[src/issf_regs.svh]
// Constants of the I2C slave status and flag block.
// Assumes an 8-bit register port and an I2C bus sampled by the system clock.
`ifndef ISSF_REGS_SVH
`define ISSF_REGS_SVH
`define ISSF_ADDR_STATUS  2'h0
`define ISSF_ADDR_BUFFER  2'h1
`define ISSF_ADDR_CONTROL 2'h2
`define ISSF_ADDR_SLAVE   2'h3
`define ISSF_BIT_START    7
`define ISSF_BIT_STOP     6
`define ISSF_BIT_RW       5
`define ISSF_BIT_AD       4
`define ISSF_BIT_BF       3
`define ISSF_BIT_NACK     2
`define ISSF_BIT_WCOL     1
`define ISSF_BIT_ROVR     0
`define ISSF_CTL_RELEASE  0
`define ISSF_CTL_STRETCH  1
`define ISSF_LOAD_DELAY   2'h2
`define ISSF_LAST_BIT     4'h7
`define ISSF_ACK_BIT      4'h8
`define ISSF_SLAVE_RST    7'h2a
`endif

[src/issf_pkg.sv]
// Types of the I2C slave status and flag block.
// Assumes the constants header is included by the users of this package.
package issf_pkg;
  typedef enum logic [2:0] {
    ISSF_IDLE,
    ISSF_RX,
    ISSF_RX_ACK,
    ISSF_TX,
    ISSF_TX_ACK,
    ISSF_SKIP
  } issf_phase_t;
endpackage

[src/issf_slave.sv]
// I2C slave port: bus state, buffer handshake and status flags.
// Assumes SCL and SDA are open-drain pins from another domain and a
// register port on clock_i with read data one cycle after the strobe.
`include "issf_regs.svh"
module issf_slave
(
  // Clock and reset
  input  wire logic       clock_i,
  input  wire logic       rst_n_i,
  // Register port
  input  wire logic [1:0] reg_addr_i,
  input  wire logic [7:0] reg_wdata_i,
  input  wire logic       reg_wr_i,
  input  wire logic       reg_rd_i,
  output logic      [7:0] reg_rdata_o,
  // Byte event towards the CPU interrupt logic
  output logic            byte_event_o,
  // I2C pins
  input  wire logic       scl_i,
  output logic            scl_o,
  output logic            scl_oe_o,
  input  wire logic       sda_i,
  output logic            sda_o,
  output logic            sda_oe_o
);
  import issf_pkg::*;

  typedef struct packed {
    logic [1:0]  scl_sync;
    logic [1:0]  sda_sync;
    logic        scl_q;
    logic        sda_q;
    issf_phase_t phase;
    logic [3:0]  bit_cnt;
    logic [7:0]  shift;
    logic        addr_phase;
    logic        nack_out;
    logic [7:0]  data_buffer;
    logic [7:0]  tx_shift;
    logic [1:0]  load_cnt;
    logic [6:0]  slave_addr;
    logic        start_seen;
    logic        stop_seen;
    logic        rw_flag;
    logic        addr_data_flag;
    logic        buf_full;
    logic        nack_flag;
    logic        write_collision;
    logic        rx_overrun;
    logic        scl_release;
    logic        read_stretch_en;
    logic        hold_scl;
    logic        event_p;
    logic [7:0]  rdata;
  } issf_state_t;

  issf_state_t st;
  issf_state_t next_st;

  logic scl_rise;
  logic scl_fall;
  logic start_cond;
  logic stop_cond;
  logic buf_wr_ok;

  function automatic logic [7:0] issf_status(input issf_state_t s);
    logic [7:0] v;
    v = 8'h00;
    v[`ISSF_BIT_START] = s.start_seen;
    v[`ISSF_BIT_STOP]  = s.stop_seen;
    v[`ISSF_BIT_RW]    = s.rw_flag;
    v[`ISSF_BIT_AD]    = s.addr_data_flag;
    v[`ISSF_BIT_BF]    = s.buf_full;
    v[`ISSF_BIT_NACK]  = s.nack_flag;
    v[`ISSF_BIT_WCOL]  = s.write_collision;
    v[`ISSF_BIT_ROVR]  = s.rx_overrun;
    return v;
  endfunction

  // Edges use only the second synchroniser stage and its delayed copy
  assign scl_rise   = st.scl_sync[1] & ~st.scl_q;
  assign scl_fall   = ~st.scl_sync[1] & st.scl_q;
  assign start_cond = st.scl_sync[1] & st.scl_q & st.sda_q & ~st.sda_sync[1];
  assign stop_cond  = st.scl_sync[1] & st.scl_q & ~st.sda_q & st.sda_sync[1];
  assign buf_wr_ok  = st.rw_flag & st.read_stretch_en & ~st.scl_release;

  always_comb
  begin
    next_st = st;
    next_st.event_p = 1'b0;
    next_st.scl_sync = {st.scl_sync[0], scl_i};
    next_st.sda_sync = {st.sda_sync[0], sda_i};
    next_st.scl_q = st.scl_sync[1];
    next_st.sda_q = st.sda_sync[1];

    // Register port
    if (reg_rd_i)
    begin
      case (reg_addr_i)
        `ISSF_ADDR_STATUS:  next_st.rdata = issf_status(st);
        `ISSF_ADDR_BUFFER:  next_st.rdata = st.data_buffer;
        `ISSF_ADDR_CONTROL: next_st.rdata = {6'h00, st.read_stretch_en,
                                             st.scl_release};
        default:            next_st.rdata = {1'b0, st.slave_addr};
      endcase
      if (reg_addr_i == `ISSF_ADDR_BUFFER && !st.rw_flag)
        next_st.buf_full = 1'b0;
    end
    if (reg_wr_i)
    begin
      case (reg_addr_i)
        `ISSF_ADDR_STATUS:
        begin
          if (!reg_wdata_i[`ISSF_BIT_WCOL])
            next_st.write_collision = 1'b0;
          if (!reg_wdata_i[`ISSF_BIT_ROVR])
            next_st.rx_overrun = 1'b0;
        end
        `ISSF_ADDR_BUFFER:
        begin
          // guarded; a held clock is no transfer
          if (buf_wr_ok && !(st.phase == ISSF_TX && !st.hold_scl))
          begin
            next_st.data_buffer = reg_wdata_i;
            next_st.buf_full = 1'b1;
          end
          else
            next_st.write_collision = 1'b1;
        end
        `ISSF_ADDR_CONTROL:
        begin
          next_st.scl_release = reg_wdata_i[`ISSF_CTL_RELEASE];
          next_st.read_stretch_en = reg_wdata_i[`ISSF_CTL_STRETCH];
        end
        default: next_st.slave_addr = reg_wdata_i[6:0];
      endcase
    end

    if (st.load_cnt != 2'h0)
    begin
      next_st.load_cnt = st.load_cnt - 2'h1;
      if (st.load_cnt == 2'h1)
      begin
        next_st.tx_shift = st.data_buffer;
        next_st.buf_full = 1'b1;
      end
    end
    // release after software sets the bit
    if (st.hold_scl && st.scl_release)
    begin
      next_st.hold_scl = 1'b0;
      next_st.tx_shift = st.data_buffer;
      next_st.scl_release = 1'b0;
    end

    if (start_cond)
    begin
      next_st.start_seen = 1'b1;
      next_st.stop_seen = 1'b0;
      next_st.nack_flag = 1'b0;
      next_st.rw_flag = 1'b0;
      next_st.phase = ISSF_RX;
      next_st.addr_phase = 1'b1;
      next_st.bit_cnt = 4'h0;
      next_st.hold_scl = 1'b0;
    end
    else if (stop_cond)
    begin
      next_st.stop_seen = 1'b1;
      next_st.start_seen = 1'b0;
      next_st.rw_flag = 1'b0;
      next_st.phase = ISSF_IDLE;
      next_st.hold_scl = 1'b0;
    end
    else
    begin
      case (st.phase)
        ISSF_RX:
        begin
          // Rises are counted, so the fall just after a start is no bit
          if (scl_rise)
          begin
            next_st.shift = {st.shift[6:0], st.sda_sync[1]};
            next_st.bit_cnt = st.bit_cnt + 4'h1;
          end
          if (scl_fall)
          begin
            if (st.bit_cnt == `ISSF_ACK_BIT)
            begin
              next_st.phase = ISSF_RX_ACK;
              next_st.event_p = 1'b1;
              if (st.addr_phase)
              begin
                if (st.shift[7:1] == st.slave_addr)
                begin
                  next_st.addr_data_flag = 1'b0;
                  next_st.rw_flag = st.shift[0];
                  next_st.nack_out = 1'b0;
                  if (st.shift[0] && !st.read_stretch_en)
                    next_st.load_cnt = `ISSF_LOAD_DELAY;
                end
                else
                begin
                  next_st.nack_out = 1'b1;
                  next_st.phase = ISSF_SKIP;
                  next_st.event_p = 1'b0;
                end
              end
              else
              begin
                next_st.addr_data_flag = 1'b1;
                if (st.buf_full)
                begin
                  next_st.rx_overrun = 1'b1;
                  next_st.nack_out = 1'b1;
                end
                else
                begin
                  next_st.data_buffer = st.shift;
                  next_st.buf_full = 1'b1;
                  next_st.nack_out = 1'b0;
                end
              end
            end
          end
        end
        ISSF_RX_ACK, ISSF_TX_ACK:
        begin
          if (scl_rise)
          begin
            next_st.nack_flag = st.sda_sync[1];
            if (st.sda_sync[1] && st.phase == ISSF_TX_ACK)
              next_st.rw_flag = 1'b0;
          end
          if (scl_fall)
          begin
            next_st.addr_phase = 1'b0;
            next_st.bit_cnt = 4'h0;
            if (st.phase == ISSF_TX_ACK && st.nack_flag)
              next_st.phase = ISSF_IDLE;
            else if (st.rw_flag)
            begin
              next_st.phase = ISSF_TX;
              next_st.hold_scl = st.read_stretch_en;
            end
            else
              next_st.phase = ISSF_RX;
          end
        end
        ISSF_TX:
        begin
          if (scl_fall && !st.hold_scl)
          begin
            next_st.tx_shift = {st.tx_shift[6:0], 1'b0};
            next_st.bit_cnt = st.bit_cnt + 4'h1;
            if (st.bit_cnt == `ISSF_LAST_BIT)
            begin
              next_st.buf_full = 1'b0;
              next_st.addr_data_flag = 1'b1;
              next_st.phase = ISSF_TX_ACK;
              next_st.event_p = 1'b1;
              if (!st.read_stretch_en)
                next_st.load_cnt = `ISSF_LOAD_DELAY;
            end
          end
        end
        ISSF_SKIP: next_st.phase = ISSF_SKIP;
        default:   next_st.phase = ISSF_IDLE;
      endcase
    end
  end

  always_ff @(posedge clock_i or negedge rst_n_i)
  begin
    if (!rst_n_i)
    begin
      st <= '0;
      st.scl_sync <= 2'h3;
      st.sda_sync <= 2'h3;
      st.scl_q <= 1'b1;
      st.sda_q <= 1'b1;
      st.phase <= ISSF_IDLE;
      st.slave_addr <= `ISSF_SLAVE_RST;
      st.stop_seen <= 1'b1;
    end
    else
      st <= next_st;
  end

  // Drives only low, as open-drain pins must
  assign reg_rdata_o  = st.rdata;
  assign byte_event_o = st.event_p;
  assign scl_o        = 1'b0;
  assign scl_oe_o     = st.hold_scl;
  assign sda_o        = 1'b0;
  assign sda_oe_o     = (st.phase == ISSF_RX_ACK && !st.nack_out) ||
                        (st.phase == ISSF_TX && !st.hold_scl &&
                         !st.tx_shift[7]);
endmodule

[config.mk]
export PLATFORM = sky130hd
export DESIGN_NAME = issf_slave
export DESIGN_NICKNAME = d
export VERILOG_FILES = /design/src/issf_pkg.sv /design/src/issf_slave.sv
export VERILOG_INCLUDE_DIRS = /design/src
export SDC_FILE = /design/constraint.sdc
export NUM_CORES = 1
export LEC_CHECK = 0
export BUFFER_PORTS_ARGS = -buffer_cell sky130_fd_sc_hd__buf_2
export CAP_MARGIN = 0
export CORE_ASPECT_RATIO = 0.8
export CORE_MARGIN = 3
export CORE_UTILIZATION = 56
export CTS_BUF_LIST = sky130_fd_sc_hd__clkbuf_4
export CTS_CLUSTER_SIZE = 12
export DETAILED_ROUTE_END_ITERATION = 7
export GPL_ROUTABILITY_DRIVEN = 0
export PLACE_DENSITY = 0.78
export SKIP_LAST_GASP = 1
export SLEW_MARGIN = 20
export SYNTH_ARGS = -nofsm -noshare
export SYNTH_HDL_FRONTEND = slang
export SYNTH_SLANG_ARGS = --single-unit
[constraint.sdc]
create_clock -name clock_i -period 2.1 [get_ports clock_i]
set_clock_uncertainty 0.1 [all_clocks]
set_input_delay 0.21 -clock clock_i [delete_from_list [all_inputs] [get_ports clock_i]]
set_output_delay 0.21 -clock clock_i [all_outputs]
set_load 0.02 [all_outputs]
==> reports/qor.txt <==
Nets = 422
Buffers and inverters on the worst path = 4
FP Rows = 25
Main synth FF type = sky130_fd_sc_hd__dfrtp_1
Leak pwr = 1.80 nW
Wire length of the first global-routing pass = 13900 µm
Async set-or-reset flop fraction in the synthesized netlist = 100%
Kind of end point of the critical path = register
Register-to-register setup slack = 0.08 ns
All-layer global routing usage = 24.9%
Slew at the pin closest to its max-slew limit = 0.646 ns
CTS tree = built
Largest driver fanout on the critical path = 16
Outcome = finished clean
Warnings, synthesis = 0
Logic depth of the worst register-to-register path = 8
Via count = 2872
Residual DRC count = 0
Seq cells post-synth = 68
Family with the most delay on the worst path = buffers and inverters
Die Height = 77.2 µm
Detailed placer's ending HPWL = 6080 µm
Std-Cell Core Area = 6010 µm²
Minimum setup slack in the final design = 0.0845 ns
Average via count per standard cell = 5.86
Post-placement cell area = 3880 µm²
IR drop worst, VDD = 0.476 mV
Final core utilization = 70.3%
Top cells by area in the synthesized netlist = sky130_fd_sc_hd__dfrtp_1 (41%), sky130_fd_sc_hd__dfstp_2 (7.4%), sky130_fd_sc_hd__mux2i_1 (7.1%)
Max-cap violations = 0
Summed instance area of the synthesized netlist = 3550 µm²
Total overflow reported by the global router = 0
Maximum clock rate = 496 MHz
CP max stage cell = sky130_fd_sc_hd__dfrtp_1
Area fraction of the dominant cell type after synthesis = 40.9%
CP startpoint kind = register
Clock transition at the registers of the reported paths = 0.12 ns
Antenna violations before repair = 0
Pin count of the biggest net entering global routing = 27
Final max-slew violation count = 0
CP Cell Sequence = buf_6 -> nor3b_4 -> buf_4 -> buf_4 -> nor4_1 -> buf_4 -> nand2b_1 -> o211ai_1
Maximum cell stage delay along the critical path = 0.41 ns
Required time of the critical path = 2.32 ns
Number of setup violations in the final report = 0
Hold_sp = reg_rd_i
CTS Root Buffer Type = sky130_fd_sc_hd__clkbuf_4
Number of enable flip-flop cells after synthesis = 0
DP Worst Slack = -0.0271 ns
Clock Path Buffers = 2
X dimension of the die = 95.0 µm
Port Buffers = 26
Num ports = 29
Number of levels in the clock H-tree = 3
End point of the worst hold path = reg_rdata_o[5]
Antenna Cells = 0
Syn avg cell area = 10.3 µm²
Unique cell type count in the Yosys netlist = 57
Critical register-to-register path endpoint = st[58]
Remaining antenna violation count after routing = 0
Number of failing hold endpoints at the final stage = 0
Top cell by count, worst path = sky130_fd_sc_hd__buf_4
Crit path kind = register to register
Share of final-layout standard cells stronger than drive strength 1 = 28.6%
Number of global-route vias before repair = 2684
Worst Hold Class = input port to register
Power density of the placed cells = 1020 nW/µm²
Final setup TNS = 0 ns
DR iter-0 viols = 345
Clock net sink count = 68
# fillers = 459
Initial DRT Pass Iterations = 5
Depth of the worst hold-timing path = 2
Portion of the clock cycle consumed by the worst path in the final layout = 96.0%
Cell type contributing the most total cell area after synthesis = sky130_fd_sc_hd__dfrtp_1
Post-route cell area = 4220 µm²
Worst endpoint data arrival time = 2.23 ns
Portion of the post-synthesis area used by sequential elements = 48.3%
Final WL = 8280 µm
Effective utilization at floorplan = 59.1%
Overall die area = 7330 µm²
Number of CTS-inserted buffers = 9
Clock insertion delay at the later pin of the skew report = 0.44 ns
Gate count of the mapped netlist = 345
Routed length per instance = 16.9 µm
Relative slew slack = 56.9%
Reg2Reg Launch Point = st[59]
Post-layout minimum cycle time = 2.02 ns
Area grow syn2layout = 19.0%
==> where the power goes <==
group / switching [mW] / internal (mW) / leakage, nW
Combinational: 0.844 / 0.705 / 0.943
Clock: 0.520 / 0.368 / 0.0690
Sequential: 0.263 / 1.59 / 0.786
Total: 1.63 / 2.67 / 1.80
==> per-layer routing <==
metal / track usage [%] / vias to the layer above / share of wire [%]
li1: - / 1344 / -
met3: 7.65 / 12 / 7.6
met2: 35.9 / 120 / 44
met1: 36.9 / 1396 / 47
met5: 0 / - / 0
met4: 5.76 / 0 / 1.1
==> per-stage QoR <==
step | power, mW | instances | hold WS, ns
finish | 4.29 | 490 | 0.0465
global route | 4.57 | 490 | 0.0364
CTS | 4.24 | 484 | 0.0273
detailed placement | 3.34 | 456 | 0.175
global placement | 3.28 | 456 | 0.171
floorplan | 2.87 | 346 | -0.186
==> how the worst max path moves through the flow <==
stage | from | to | slack, ns | cells past startpoint
finish | st[59] | st[58] | 0.08 | 8
global placement | st[11] | st[43] | 0.06 | 5
global route | st[59] | st[58] | -0.0003 | 8
CTS | st[63] | st[41] | 0.04 | 6
floorplan | st[63] | st[27] | -0.01 | 7
detailed placement | st[11] | st[43] | -0.03 | 5
==> cell usage after synthesis (2+ instances only) <==
library cell               number
sky130_fd_sc_hd__buf_6          2
sky130_fd_sc_hd__nand4_1        2
sky130_fd_sc_hd__nor2b_1        9
sky130_fd_sc_hd__nand2_1       25
sky130_fd_sc_hd__o21a_1         2
sky130_fd_sc_hd__dfrtp_1       58
sky130_fd_sc_hd__ha_1           2
sky130_fd_sc_hd__inv_1          9
sky130_fd_sc_hd__buf_2          5
sky130_fd_sc_hd__buf_4         10
sky130_fd_sc_hd__o21ai_0       26
sky130_fd_sc_hd__mux2_2        19
sky130_fd_sc_hd__o22ai_1        3
sky130_fd_sc_hd__buf_1          2
sky130_fd_sc_hd__nand2b_1       6
sky130_fd_sc_hd__nand3b_1       3
sky130_fd_sc_hd__a32oi_1        2
sky130_fd_sc_hd__nor3b_1        2
sky130_fd_sc_hd__clkbuf_1       4
sky130_fd_sc_hd__and2_1         2
sky130_fd_sc_hd__or4_1          2
sky130_fd_sc_hd__a21oi_1       23
sky130_fd_sc_hd__a21o_1         2
sky130_fd_sc_hd__xnor2_1        7
sky130_fd_sc_hd__o31ai_1        5
sky130_fd_sc_hd__nor4_1         2
sky130_fd_sc_hd__nor3_1         4
sky130_fd_sc_hd__mux2i_1       25
sky130_fd_sc_hd__nand4b_1       2
sky130_fd_sc_hd__dfstp_2       10
sky130_fd_sc_hd__a31oi_1        3
sky130_fd_sc_hd__nand3_1        7
sky130_fd_sc_hd__nor2_1        35
sky130_fd_sc_hd__mux4_2         2
==> placed cells by master (no fill, tap or decap), drive strengths merged, types with 3 or more instances in the layout <==
cell,instances
nor3b,3
buf,58
inv,11
nor3,4
xnor2,7
nand2,25
nand3b,3
mux2,19
nand3,7
o21ai,26
dfrtp,58
clkinvlp,3
dlygate4sd3,12
a21oi,24
o22ai,3
o31ai,5
nor2,36
clkbuf,9
nand2b,6
a31oi,3
nand4b,3
mux2i,25
dfstp,10
nor2b,9
==> timing repair <==
item / in CTS / in global routing
pin swaps: 0 / 1
endpoints found under the hold margin: 41 / 0
hold buffers: 12 / 0
setup buffers: 0 / 6
gates resized for setup: 1 / 6
endpoints found under the setup margin: 8 / 16
==> cells by family after synthesis <==
family          Yosys count  share of synthesized area, %
other cells               1                         0.106
fa+ha+maj                 2                         0.705
buf+inv                  32                          5.04
xor+xnor                  7                          1.73
flops                    68                          48.3
mux                      46                          14.4
compound gates           80                          13.9
simple gates            109                          15.8
==> flip-flops by register name, indices dropped and copies added, names as in the netlist <==
register      flops
byte_event_o      1
next_st           4
reg_rdata_o       8
scl_oe_o          1
st               54
==> final cells by class <==
cell class              instances  area, µm²  area share [%]
clock buffers                   9       67.6            1.60
clock inverters                 7       75.1            1.78
inverters                       9       33.8           0.800
multi-input cells             246       1710            40.4
flip-flops and latches         68       1710            40.6
well taps                      81        101            2.40
repair buffers                 70        523            12.4
Power figures use the tool's default switching activity.
